==> config.mk <==
export PLATFORM = sky130hd
export DESIGN_NAME = lves_top
export DESIGN_NICKNAME = d
export VERILOG_FILES = /design/src/rtl/lves_pkg.sv /design/src/rtl/lves_top.sv /design/src/rtl/lves_lvt.sv /design/src/rtl/lves_err.sv
export SDC_FILE = /design/constraint.sdc
export NUM_CORES = 1
export LEC_CHECK = 0
export BUFFER_PORTS_ARGS = -buffer_cell sky130_fd_sc_hd__buf_2
export CORE_AREA = 4 4 258 260
export CTS_BUF_LIST = sky130_fd_sc_hd__clkbuf_8
export CTS_CLUSTER_SIZE = 40
export DETAILED_ROUTE_END_ITERATION = 10
export DIE_AREA = 0 0 262 264
export SETUP_SLACK_MARGIN = 0.3
export SLEW_MARGIN = 30
export SYNTH_ARGS = -nofsm -noshare
export SYNTH_HDL_FRONTEND = slang
export SYNTH_SLANG_ARGS = --single-unit
==> constraint.sdc <==
create_clock -name clk_sys -period 5.9 [get_ports clk_sys]
set_input_delay 1.18 -clock clk_sys [delete_from_list [all_inputs] [get_ports clk_sys]]
set_output_delay 1.18 -clock clk_sys [all_outputs]
set_load 0.005 [all_outputs]
==> src/rtl/lves_pkg.sv <==
/*
  Shared constants for the local vector, error and spurious block:
  register offsets, field positions, reset values and message types.
  Assumes a 12-bit byte address inside the 4 KB register window.
*/
`default_nettype none

package lves_pkg;

  // Register offsets (byte addresses)
  localparam logic [11:0] OFF_SPUR = 12'h0f0;
  localparam logic [11:0] OFF_ESR = 12'h280;
  localparam logic [11:0] OFF_THERM = 12'h330;
  localparam logic [11:0] OFF_PERF = 12'h340;
  localparam logic [11:0] OFF_ERRV = 12'h370;
  localparam logic [11:0] OFF_FEAT = 12'h400;
  localparam logic [11:0] OFF_EXT_SEL = 12'h410;
  localparam logic [11:0] OFF_EXT_BASE = 12'h500;
  localparam logic [11:0] EXT_STRIDE = 12'h010;

  // Entry indices; extended entries follow the fixed ones
  localparam int ENT_THERM = 0;
  localparam int ENT_PERF = 1;
  localparam int ENT_ERR = 2;
  localparam int N_FIXED_ENT = 3;
  localparam int N_EXT_ENT = 4;
  localparam int N_ENT = N_FIXED_ENT + N_EXT_ENT;

  // Field positions
  localparam int VEC_LSB = 0;
  localparam int MT_LSB = 8;
  localparam int MASK_BIT = 16;
  localparam int DS_BIT = 12;
  localparam int SW_EN_BIT = 8;
  localparam int FOCUS_BIT = 9;
  localparam int EXT_CNT_LSB = 16;
  localparam int ESR_SEND_UNACC = 2;
  localparam int ESR_RECV_UNACC = 3;
  localparam int ESR_SENT_BAD = 5;
  localparam int ESR_RECV_BAD = 6;
  localparam int ESR_BAD_REG = 7;

  // Reset values and limits
  localparam logic [31:0] SPUR_RST = 32'h0000_00ff;
  localparam logic [7:0] ESR_IMPL = 8'hec;
  localparam logic [7:0] MIN_VEC = 8'h10;

  // Message types
  typedef enum logic [2:0] {
    MT_FIXED = 3'h0,
    MT_LOWEST = 3'h1,
    MT_SMI = 3'h2,
    MT_RREAD = 3'h3,
    MT_NMI = 3'h4,
    MT_INIT = 3'h5,
    MT_START = 3'h6,
    MT_EXTERNAL = 3'h7
  } lves_mt_t;

  // Offset of entry e
  function automatic logic [11:0] lves_ent_off(input int e);
    logic [11:0] off;
    off = OFF_EXT_BASE + 12'((e - N_FIXED_ENT) * 16);
    if (e == ENT_THERM) off = OFF_THERM;
    if (e == ENT_PERF) off = OFF_PERF;
    if (e == ENT_ERR) off = OFF_ERRV;
    return off;
  endfunction

endpackage

`default_nettype wire

==> src/rtl/lves_top.sv <==
/*
  Local vector entries for performance, thermal, error and extended
  sources; error status capture; spurious delivery; software enable
  and focus checking.
  Assumes a core-side arbiter supplies the acknowledged vector, the
  task priority and the in-service and pending bit maps.
*/
`default_nettype none

module lves_top
  import lves_pkg::*;
#(
  parameter int N_EXT_SRC = 4
)
(
  // Clock, reset, enable
  input wire logic clk_sys,
  input wire logic rst,
  input wire logic ce,
  // Register port
  input wire logic [11:0] reg_addr,
  input wire logic [31:0] reg_wdata,
  input wire logic reg_wr,
  input wire logic reg_rd,
  output logic [31:0] reg_rdata,
  // Interrupt sources
  input wire logic perf_ovf,
  input wire logic thermal_evt,
  input wire logic [N_EXT_SRC-1:0] ext_src_evt,
  // Entry delivery to core
  output logic ent_req_valid,
  output logic [7:0] ent_req_vec,
  output logic [2:0] ent_req_mt,
  input wire logic ent_req_ready,
  // Message error events
  input wire logic send_unaccepted,
  input wire logic recv_unaccepted,
  input wire logic send_bad_vec,
  // Incoming messages
  input wire logic msg_valid,
  input wire logic [2:0] msg_type,
  input wire logic [7:0] msg_vec,
  input wire logic msg_from_pin,
  output logic msg_accept,
  output logic focus_hit,
  input wire logic [255:0] in_service_bits,
  input wire logic [255:0] request_pending_bits,
  // Acknowledge
  input wire logic ack_req,
  input wire logic [7:0] ack_vec,
  input wire logic [7:0] task_prio,
  output logic core_vec_valid,
  output logic [7:0] core_vec,
  output logic core_spurious,
  output logic in_service_set,
  // Status
  output logic sw_enabled
);

  typedef enum logic [1:0] {
    ST_IDLE = 2'b00,
    ST_ACK = 2'b01,
    ST_DONE = 2'b11
  } lves_st_t;

  localparam int SEL_W = 2;

  logic [31:0] spur_q;
  logic [SEL_W*N_EXT_SRC-1:0] ext_sel_q;
  logic [31:0] rdata_q;
  logic [31:0] rd_d;
  logic [31:0] ent_val [N_ENT];
  logic [N_ENT-1:0] ent_wr;
  logic [N_ENT-1:0] ent_evt;
  logic [N_ENT-1:0] ent_pend;
  logic [N_ENT-1:0] ent_bad;
  logic [N_ENT-1:0] ent_take;
  logic [N_EXT_ENT-1:0] ext_evt;
  logic [7:0] err_set;
  logic [7:0] err_flags;
  logic [7:0] esr;
  logic err_evt;
  logic hit_spur;
  logic hit_esr;
  logic hit_feat;
  logic hit_sel;
  logic mapped;
  logic esr_wr;
  logic bad_access;
  logic sw_en;
  logic focus_check_control;
  logic sys_type;
  logic gated_type;
  logic msg_bad;
  lves_st_t st_q;
  logic [7:0] ack_vec_q;
  logic vld_q;
  logic spur_out_q;
  logic in_service_set_q;
  logic [7:0] cvec_q;
  logic spur_hit;

  assign sw_en = spur_q[SW_EN_BIT];
  assign focus_check_control = spur_q[FOCUS_BIT];

  // Address decode
  always_comb
  begin
    ent_wr = '0;
    hit_spur = reg_addr == OFF_SPUR;
    hit_esr = reg_addr == OFF_ESR;
    hit_feat = reg_addr == OFF_FEAT;
    hit_sel = reg_addr == OFF_EXT_SEL;
    mapped = hit_spur | hit_esr | hit_feat | hit_sel;
    for (int e = 0; e < N_ENT; e++)
    begin
      if (reg_addr == lves_ent_off(e))
      begin
        ent_wr[e] = reg_wr;
        mapped = 1'b1;
      end
    end
  end

  assign bad_access = (reg_wr || reg_rd) && !mapped;
  assign esr_wr = reg_wr && hit_esr;

  // Read mux; reserved bits read zero
  always_comb
  begin
    rd_d = 32'h0000_0000;
    if (hit_spur)
      rd_d = spur_q;
    if (hit_esr)
      rd_d = {24'h00_0000, esr};
    if (hit_feat)
      rd_d[EXT_CNT_LSB +: 8] = 8'(N_EXT_ENT);
    if (hit_sel)
      rd_d[SEL_W*N_EXT_SRC-1:0] = ext_sel_q;
    for (int e = 0; e < N_ENT; e++)
    begin
      if (reg_addr == lves_ent_off(e))
        rd_d = ent_val[e];
    end
  end

  // Read data stands only in the cycle after the strobe
  always_ff @(posedge clk_sys)
  begin
    if (rst)
      rdata_q <= 32'h0000_0000;
    else if (ce)
      rdata_q <= reg_rd ? rd_d : 32'h0000_0000;
  end

  assign reg_rdata = rdata_q;

  // Spurious vector, enable and focus control
  always_ff @(posedge clk_sys)
  begin
    if (rst)
      spur_q <= SPUR_RST;
    else if (ce && reg_wr && hit_spur)
      spur_q <= {22'h00_0000, reg_wdata[9:0]};
  end

  // Extended source select
  always_ff @(posedge clk_sys)
  begin
    if (rst)
      ext_sel_q <= '0;
    else if (ce && reg_wr && hit_sel)
      ext_sel_q <= reg_wdata[SEL_W*N_EXT_SRC-1:0];
  end

  // Route each extended source to its chosen entry
  always_comb
  begin
    ext_evt = '0;
    for (int s = 0; s < N_EXT_SRC; s++)
    begin
      if (ext_src_evt[s])
        ext_evt[ext_sel_q[s*SEL_W +: SEL_W]] = 1'b1;
    end
  end

  assign ent_evt[ENT_THERM] = thermal_evt;
  assign ent_evt[ENT_PERF] = perf_ovf;
  assign ent_evt[ENT_ERR] = err_evt;
  assign ent_evt[N_ENT-1:N_FIXED_ENT] = ext_evt;

  // Three fixed entries, then N_EXT_ENT extended entries
  for (genvar e = 0; e < N_ENT; e++)
  begin : g_ent
    lves_entry u_entry (
      .clk_sys(clk_sys),
      .rst(rst),
      .ce(ce),
      .sw_en(sw_en),
      .wr_en(ent_wr[e]),
      .wr_data(reg_wdata),
      .evt(ent_evt[e]),
      .take(ent_take[e]),
      .value(ent_val[e]),
      .pend(ent_pend[e]),
      .bad_vec(ent_bad[e])
    );
  end

  // Lowest-index pending entry goes to the core first
  always_comb
  begin
    ent_take = '0;
    ent_req_vec = 8'h00;
    ent_req_mt = 3'h0;
    for (int e = N_ENT - 1; e >= 0; e--)
    begin
      if (ent_pend[e])
      begin
        ent_take = '0;
        ent_take[e] = ent_req_ready;
        ent_req_vec = ent_val[e][VEC_LSB +: 8];
        ent_req_mt = ent_val[e][MT_LSB +: 3];
      end
    end
  end

  assign ent_req_valid = |ent_pend;

  // Incoming message acceptance
  always_comb
  begin
    sys_type = msg_type inside {MT_SMI, MT_NMI, MT_INIT, MT_START, MT_RREAD};
    gated_type = msg_type inside {MT_FIXED, MT_LOWEST, MT_EXTERNAL};
    msg_bad = msg_valid && msg_type inside {MT_FIXED, MT_LOWEST} && msg_vec < MIN_VEC;
    msg_accept = msg_valid && !msg_bad && (sys_type || msg_from_pin
                 || (gated_type && sw_en));
    focus_hit = msg_valid && msg_type == MT_LOWEST && !focus_check_control
                && (in_service_bits[msg_vec] || request_pending_bits[msg_vec]);
  end

  // Error events
  always_comb
  begin
    err_set = 8'h00;
    err_set[ESR_SEND_UNACC] = send_unaccepted;
    err_set[ESR_RECV_UNACC] = recv_unaccepted;
    err_set[ESR_SENT_BAD] = send_bad_vec;
    // Error entry's own bad vector left out: it would loop through err_evt
    for (int e = 0; e < N_ENT; e++)
    begin
      if (e != ENT_ERR)
        err_set[ESR_SENT_BAD] = err_set[ESR_SENT_BAD] | ent_bad[e];
    end
    err_set[ESR_RECV_BAD] = msg_bad;
    err_set[ESR_BAD_REG] = bad_access;
  end

  lves_err u_err (
    .clk_sys(clk_sys),
    .rst(rst),
    .ce(ce),
    .set_vec(err_set),
    .capture(esr_wr),
    .int_flags(err_flags),
    .esr(esr),
    .err_evt(err_evt)
  );

  // Priority check at the decision cycle of the acknowledge
  assign spur_hit = task_prio[7:4] >= ack_vec_q[7:4];

  // Acknowledge sequence
  always_ff @(posedge clk_sys)
  begin
    if (rst)
    begin
      st_q <= ST_IDLE;
      ack_vec_q <= 8'h00;
      vld_q <= 1'b0;
      spur_out_q <= 1'b0;
      in_service_set_q <= 1'b0;
      cvec_q <= 8'h00;
    end
    else if (ce)
    begin
      vld_q <= 1'b0;
      spur_out_q <= 1'b0;
      in_service_set_q <= 1'b0;
      case (st_q)
        ST_IDLE:
        begin
          if (ack_req)
          begin
            ack_vec_q <= ack_vec;
            st_q <= ST_ACK;
          end
        end
        ST_ACK:
        begin
          vld_q <= 1'b1;
          spur_out_q <= spur_hit;
          in_service_set_q <= !spur_hit;
          cvec_q <= spur_hit ? spur_q[VEC_LSB +: 8] : ack_vec_q;
          st_q <= ST_DONE;
        end
        ST_DONE:
          st_q <= ST_IDLE;
        default:
          st_q <= ST_IDLE;
      endcase
    end
  end

  assign core_vec_valid = vld_q;
  assign core_vec = cvec_q;
  assign core_spurious = spur_out_q;
  assign in_service_set = in_service_set_q;
  assign sw_enabled = sw_en;
endmodule

`default_nettype wire

==> src/rtl/lves_lvt.sv <==
/*
  One local vector entry: vector, message type, mask and a request
  that waits for the core to take it.
  Assumes sw_en comes from the enable bit and take is one-cycle.
*/
`default_nettype none

module lves_entry
  import lves_pkg::*;
(
  // Clock and reset
  input wire logic clk_sys,
  input wire logic rst,
  input wire logic ce,
  // Control
  input wire logic sw_en,
  input wire logic wr_en,
  input wire logic [31:0] wr_data,
  // Source and delivery
  input wire logic evt,
  input wire logic take,
  output logic [31:0] value,
  output logic pend,
  output logic bad_vec
);

  logic [7:0] vec_q;
  logic [2:0] mt_q;
  logic mask_q;
  logic pend_q;
  logic fire;

  // Entry fields; mask held set while disabled
  always_ff @(posedge clk_sys)
  begin
    if (rst)
    begin
      vec_q <= 8'h00;
      mt_q <= 3'h0;
      mask_q <= 1'b1;
    end
    else if (ce)
    begin
      if (wr_en)
      begin
        vec_q <= wr_data[VEC_LSB +: 8];
        mt_q <= wr_data[MT_LSB +: 3];
        mask_q <= wr_data[MASK_BIT] | ~sw_en;
      end
      else if (!sw_en)
        mask_q <= 1'b1;
    end
  end

  // Fixed vector below 16 is refused and reported
  assign fire = evt && !mask_q;
  assign bad_vec = fire && mt_q == MT_FIXED && vec_q < MIN_VEC;

  // Pending request; a new event wins over the take
  always_ff @(posedge clk_sys)
  begin
    if (rst)
      pend_q <= 1'b0;
    else if (ce)
      pend_q <= (pend_q && !take) || (fire && !bad_vec);
  end

  assign pend = pend_q;
  assign value = {15'h0000, mask_q, 3'h0, pend_q, 1'b0, mt_q, vec_q};

endmodule

`default_nettype wire

==> src/rtl/lves_err.sv <==
/*
  Internal error flags and the captured error status copy.
  Assumes capture is a one-cycle write strobe to the status register.
*/
`default_nettype none

module lves_err
  import lves_pkg::*;
(
  // Clock and reset
  input wire logic clk_sys,
  input wire logic rst,
  input wire logic ce,
  // Error events and capture
  input wire logic [7:0] set_vec,
  input wire logic capture,
  // State
  output logic [7:0] int_flags,
  output logic [7:0] esr,
  output logic err_evt
);

  logic [7:0] int_q;
  logic [7:0] int_d;
  logic [7:0] esr_q;

  // Sticky flag per bit; set wins over capture clear
  for (genvar b = 0; b < 8; b++)
  begin : g_bit
    assign int_d[b] = ESR_IMPL[b] & (set_vec[b] | (int_q[b] & ~capture));
  end

  // Flags and captured copy
  always_ff @(posedge clk_sys)
  begin
    if (rst)
    begin
      int_q <= 8'h00;
      esr_q <= 8'h00;
    end
    else if (ce)
    begin
      int_q <= int_d;
      if (capture)
        esr_q <= int_q & ESR_IMPL;
    end
  end

  // Request only on a clear-to-set transition
  assign err_evt = ce && |(int_d & ~int_q);
  assign int_flags = int_q;
  assign esr = esr_q;

endmodule

`default_nettype wire

==> results of run 1 <==
power groups by stage:
stage / Sequential, mW / Combinational [mW] / Clock [mW]
after floorplan: 1.08 / 0.227 / 0
after global placement: 1.08 / 0.575 / 0
after detailed placement: 1.08 / 0.573 / 0
after CTS: 1.05 / 0.576 / 0.752
after global routing: 1.06 / 0.620 / 0.791
final: 1.05 / 0.585 / 0.744
critical path, delay by kind of cell:
kind / cells / cell delay [ps]
simple gates: 4 / 1380
buf+inv: 2 / 660
compound gates: 3 / 620
how the worst max path moves through the flow:
stage / from / to / slack (ps) / cells past startpoint
6_report: msg_vec[1] / focus_hit / 850 / 9
5_1_grt: msg_vec[1] / focus_hit / 610 / 10
4_1_cts: msg_vec[1] / focus_hit / 640 / 10
3_5_place_dp: msg_vec[1] / focus_hit / 650 / 10
3_3_place_gp: msg_vec[1] / focus_hit / 610 / 10
2_1_floorplan: msg_vec[0] / focus_hit / 1910 / 9
sequential cells by signal, summed over array words and instances, names as in the netlist:
| register | cells |
|---|---|
| g_ent.u_entry.mask_q | 7 |
| ext_sel_q | 8 |
| spur_q | 10 |
| u_err.int_flags | 5 |
| reg_rdata | 14 |
| core_spurious | 1 |
| g_ent.u_entry.vec_q | 56 |
| st_q | 2 |
| g_ent.u_entry.pend | 7 |
| ack_vec_q | 8 |
| g_ent.u_entry.mt_q | 21 |
| u_err.esr | 5 |
| in_service_set | 1 |
| core_vec | 8 |
| core_vec_valid | 1 |
layer usage:
metal,global-route usage [%],wire length [µm],vias to the layer above
met3,4.88,7390,210
met1,30.2,34800,6800
met2,42.0,43300,970
li1,-,-,6666
met4,10.1,3870,32
met5,0,214,-
layout make-up:
type	count	area (µm²)	area share (%)
Clock inverter	10	71.3	0.476
Timing Repair Buffer	644	3310	22.1
Inverter	19	71.3	0.476
Multi-Input combinational cell	1218	7040	47.0
Tap cell	855	1070	7.14
Sequential cell	154	3080	20.6
Antenna cell	27	67.6	0.451
Clock buffer	20	275	1.84
synth_stat cells (5+ instances only):
cell type	count	share of area, %
dfxtp_1	154	29
buf_1	13	0.45
o221ai_1	5	0.41
o21ai_0	41	1.9
inv_1	19	0.66
a222oi_1	9	0.84
nand2_1	199	6.9
nor3_1	145	6.7
o32ai_1	5	0.41
buf_4	20	1.4
a221oi_1	20	1.6
clkbuf_1	77	2.7
nand2b_1	12	0.70
nor2b_1	20	1.2
a21oi_1	141	6.5
nand3b_1	7	0.49
mux4_2	5	1.0
a22o_1	6	0.49
mux2i_1	66	6.1
or4_1	8	0.56
o41ai_1	8	0.65
a31oi_1	7	0.41
o22ai_1	10	0.58
nor3b_1	13	0.91
and2_1	6	0.35
a211oi_1	98	6.8
or2_2	6	0.35
a22oi_1	15	1.0
nor2_1	186	6.5
nand3_1	47	2.2
buf_2	29	1.3
nand4_1	5	0.29
nor4_1	30	1.7
a2111oi_0	9	0.73
o31ai_1	8	0.56
cells by family (layout without fill, tap and decap cells):
logic type / count (synthesis) / after routing / synth area share, %
AND/OR/NAND/NOR: 715 / 715 / 31.7
multiplexers: 72 / 72 / 7.28
flip-flops: 154 / 154 / 28.6
buffers and inverters: 161 / 693 / 6.85
AO/OA/AOI/OAI: 409 / 409 / 25.0
adder cells (fa/ha/maj): 4 / 4 / 0.464
other: 1 / 45 / 0.0348
==> reports/metrics.cfg, run 1 <==
[outcome]
status=finished clean

[sta]
worst_pin_slew_ps=996
clock.fmax_mhz=198
period_needed_ps=5050
holdWs_ps=464
min_period_over_period_pct=85.5
clock_skew_ps=24.4
slew_violations=0
rsz0062_at_grt=no
finalSetupTns_ps=0
max_slew_margin_pct=33.6
layout_setup_ws_ps=854
setup_viol=0
hold_viol=0

[drt]
vias=14700
postRouteAntennaNets=0
dr.pass1.iters=9
post_drt_wl_per_cell_um=30.4
drt-vias-per-instance=4.98
drt_iter0_drc=1694
route.detailed.drc=0
wl_um=89600

[clock_tree]
path_clk_slew_ps=70
clk_latency_ps=500
htreeDepth=4
post_cts_resized=0
numCtsBuffers=17
post_cts_buffers=0
cts_num_sinks=154
cts_tree=done
cts_root_buf=clkbuf_8
cts_hold_buf=0
cts_buffer_depth=2

[worst_setup_path]
cp-end-kind=primary output
path_class=in -> out
ff2ff_setup_slack_ps=3680
crit_top_cell=nor4_1
arrival_ps=3870
slowest_stage=nor4_1
max_stage_delay_ps=550
required_ps=4720
r2r_cells=8
start_kind=input port
r2r_start=ack_vec_q[4]
critical_path.max_fanout=73
r2r-end=core_vec[2]
path_cells=buf_6 > nand2b_1 > nor3_1 > nor4_1 > nor4_1 > a311oi_1 > o2bb2ai_1 > o32ai_1 > buf_2

[power]
vdd_drop_max_mv=0.130
pwr-share-seq_pct=44.2
powerDensity_nw_per_um2=159
p_sw_share_pct=32.6
combPwrFrac_pct=24.6
p_total_mw=2.38
p_clk_share_pct=31.2
p_int_mw=1.61
leakagePower_nw=5.98
netSwitchingPower_mw=0.776

[floorplanning]
core_um2=64100
dieArea_um2=69200
start_util_pct=16.8
rows=93
die_y_um=264
io_pins=659
fp.dieW_um=262

[grt]
antenna_found_initial=101
track_usage_pct=24.6
grt_pass1_wl_um=117000
grt_pass1_vias=13800
grt_max_degree=74
grt_overflow=0

[cells_and_area]
final_nets=2659
final_cell_mix=buf_2, nand2_1, nor2_1
fin_util_pct=23.4
n_fill_cell=7334
fin_area_um2=15000
drive_above_1_share_pct=33.9
layout.cells.non_filler=2947
area_growth_pct=39.1
final_common_cell=buf_2

[place]
hpwlAfterDp_um=77600
placed_cell_area_um2=14600
gp_congestion=1.09
dp_worst_setup_slack_ps=651
place_inst=2890
port-buffer-count=616

[synth]
syn_avg_cell_area_um2=7.11
synth-seq-cells=154
seq_area_frac_synth_pct=28.6
async_flop_share_pct=0
syn-instance-count=1516
synth-edff-count=0
yosysUniqueCellTypes=66
syn-cell-area_um2=10800
ys.warnings.count=0
synthFlopType=dfxtp_1

[hold_path]
hold_start=core_spurious
holdPathStages=2
hold-path-endpoint=core_spurious
hold_class=reg -> reg

[run]
max-cap-violations=0

Power figures use the tool's default switching activity.
==> run 2: changes to the inputs <==
Settings changed: PLACE_DENSITY set to 0.35.
==> run 2 against run 1 <==
Global-route usage is 1.3 points higher. Worst hold slack better by 10 ps. Wire length is 4.5% higher. Via count is 2.4% lower. Fmax is 5.8% lower. Largest cell class unchanged.
==> reports/metrics.cfg, run 2 (synthesized netlist as in run 1, its figures left out) <==
[outcome]
status=finished clean

[clock_tree]
cts_num_sinks=154
htreeDepth=4
post_cts_resized=0
clk_latency_ps=500
numCtsBuffers=17
cts_tree=done
cts_root_buf=clkbuf_8
post_cts_buffers=0
cts_hold_buf=0
path_clk_slew_ps=80
cts_buffer_depth=2

[hold_path]
hold_class=reg -> reg
holdPathStages=2
hold-path-endpoint=u_err.esr[2]
hold_start=u_err.esr[2]

[grt]
grt_pass1_vias=14300
grt_pass1_wl_um=123000
grt_max_degree=88
track_usage_pct=25.9
antenna_found_initial=59
grt_overflow=0

[worst_setup_path]
path_cells=buf_2 > buf_4 > nor3b_1 > o31ai_1 > nor4_1 > buf_4 > nor4_1 > a311oi_1 > o32ai_1 > buf_2
slowest_stage=nor4_1
required_ps=4720
max_stage_delay_ps=740
r2r_start=g_ent[4].u_entry.vec_q[5]
path_buf_inv=4
path_delay_family=buffers and inverters
start_kind=input port
r2r-end=g_ent[2].u_entry.pend
path_class=in -> out
ff2ff_setup_slack_ps=3560
critical_path.max_fanout=48
cp-end-kind=primary output
arrival_ps=4180
r2r_cells=6

[drt]
wl_um=93600
drt-vias-per-instance=4.86
vias=14300
drt_iter0_drc=1278
dr.pass1.iters=7
postRouteAntennaNets=0
route.detailed.drc=0
post_drt_wl_per_cell_um=31.8

[sta]
setup_viol=0
min_period_over_period_pct=90.8
rsz0062_at_grt=no
slew_violations=0
hold_viol=0
max_slew_margin_pct=32.1
worst_pin_slew_ps=1000
period_needed_ps=5360
clock.fmax_mhz=187
finalSetupTns_ps=0
clock_skew_ps=18.9

[floorplanning]
fp.dieW_um=262
io_pins=659
dieArea_um2=69200
rows=93
start_util_pct=16.8
die_y_um=264
core_um2=64100

[cells_and_area]
drive_above_1_share_pct=34.2
n_fill_cell=7388
multi_input_area_um2=7050
final_cell_mix=buf_2, nand2_1, nor2_1
largest_reg_flops=56
seqCellArea_um2=3080
top_register=g_ent.u_entry.vec_q
final_common_cell=buf_2
layout.cells.non_filler=2949
area_growth_pct=39.5
final_nets=2662

[power]
p_total_mw=2.49
leakagePower_nw=6.01
powerDensity_nw_per_um2=166
vdd_drop_max_mv=0.135

[place]
gp_congestion=1.08
place_inst=2893
hpwlAfterDp_um=80900
port-buffer-count=616

[run]
max-cap-violations=0

-- run 2: power breakdown --
group | switching [mW] | internal (mW)
Clock | 0.446 | 0.364
Combinational | 0.387 | 0.240
Sequential | 0.00614 | 1.05
-- run 2: area by class of cell --
type | count | area share (%)
multi-input cells | 1218 | 46.9
repair buffers | 647 | 22.1
flip-flops and latches | 154 | 20.5
well taps | 855 | 7.12
clock buffers | 20 | 1.83
clock inverters | 11 | 0.649
inverters | 19 | 0.474
diodes | 25 | 0.416
-- run 2: routing by layer --
layer	GRT usage [%]	up-vias	wire length [µm]
met4	8.93	18	3720
met1	32.3	6839	37500
met3	5.62	119	7030
met5	0	-	109
li1	-	6685	-
met2	44.2	665	45200
-- run 2: tightest hold or removal path, stage by stage (launching register included) --
cell and delay, ps:
dfxtp_1 320, nand2_1 50, a21oi_1 60
-- run 2: how the worst max path moves through the flow --
| stage | from | to | slack, ps | depth (start not counted) |
|---|---|---|---|---|
| 2_1_floorplan | msg_vec[0] | focus_hit | 1910 | 9 |
| 3_5_place_dp | msg_vec[0] | focus_hit | 570 | 10 |
| 6_report | msg_vec[0] | focus_hit | 540 | 10 |
| 4_1_cts | msg_vec[0] | focus_hit | 540 | 10 |
| 5_1_grt | msg_vec[0] | focus_hit | 390 | 10 |
| 3_3_place_gp | msg_vec[0] | focus_hit | 550 | 10 |
-- run 2: metrics by stage --
stage	util (%)	hold WS, ps	area, µm²	worst slack, ps
3_5_place_dp	22.8	458	14600	575
4_1_cts	23.3	473	15000	542
6_report	23.4	474	15000	543
2_1_floorplan	-	436	10800	1910
5_1_grt	23.4	499	15000	390
3_3_place_gp	22.7	454	14600	549
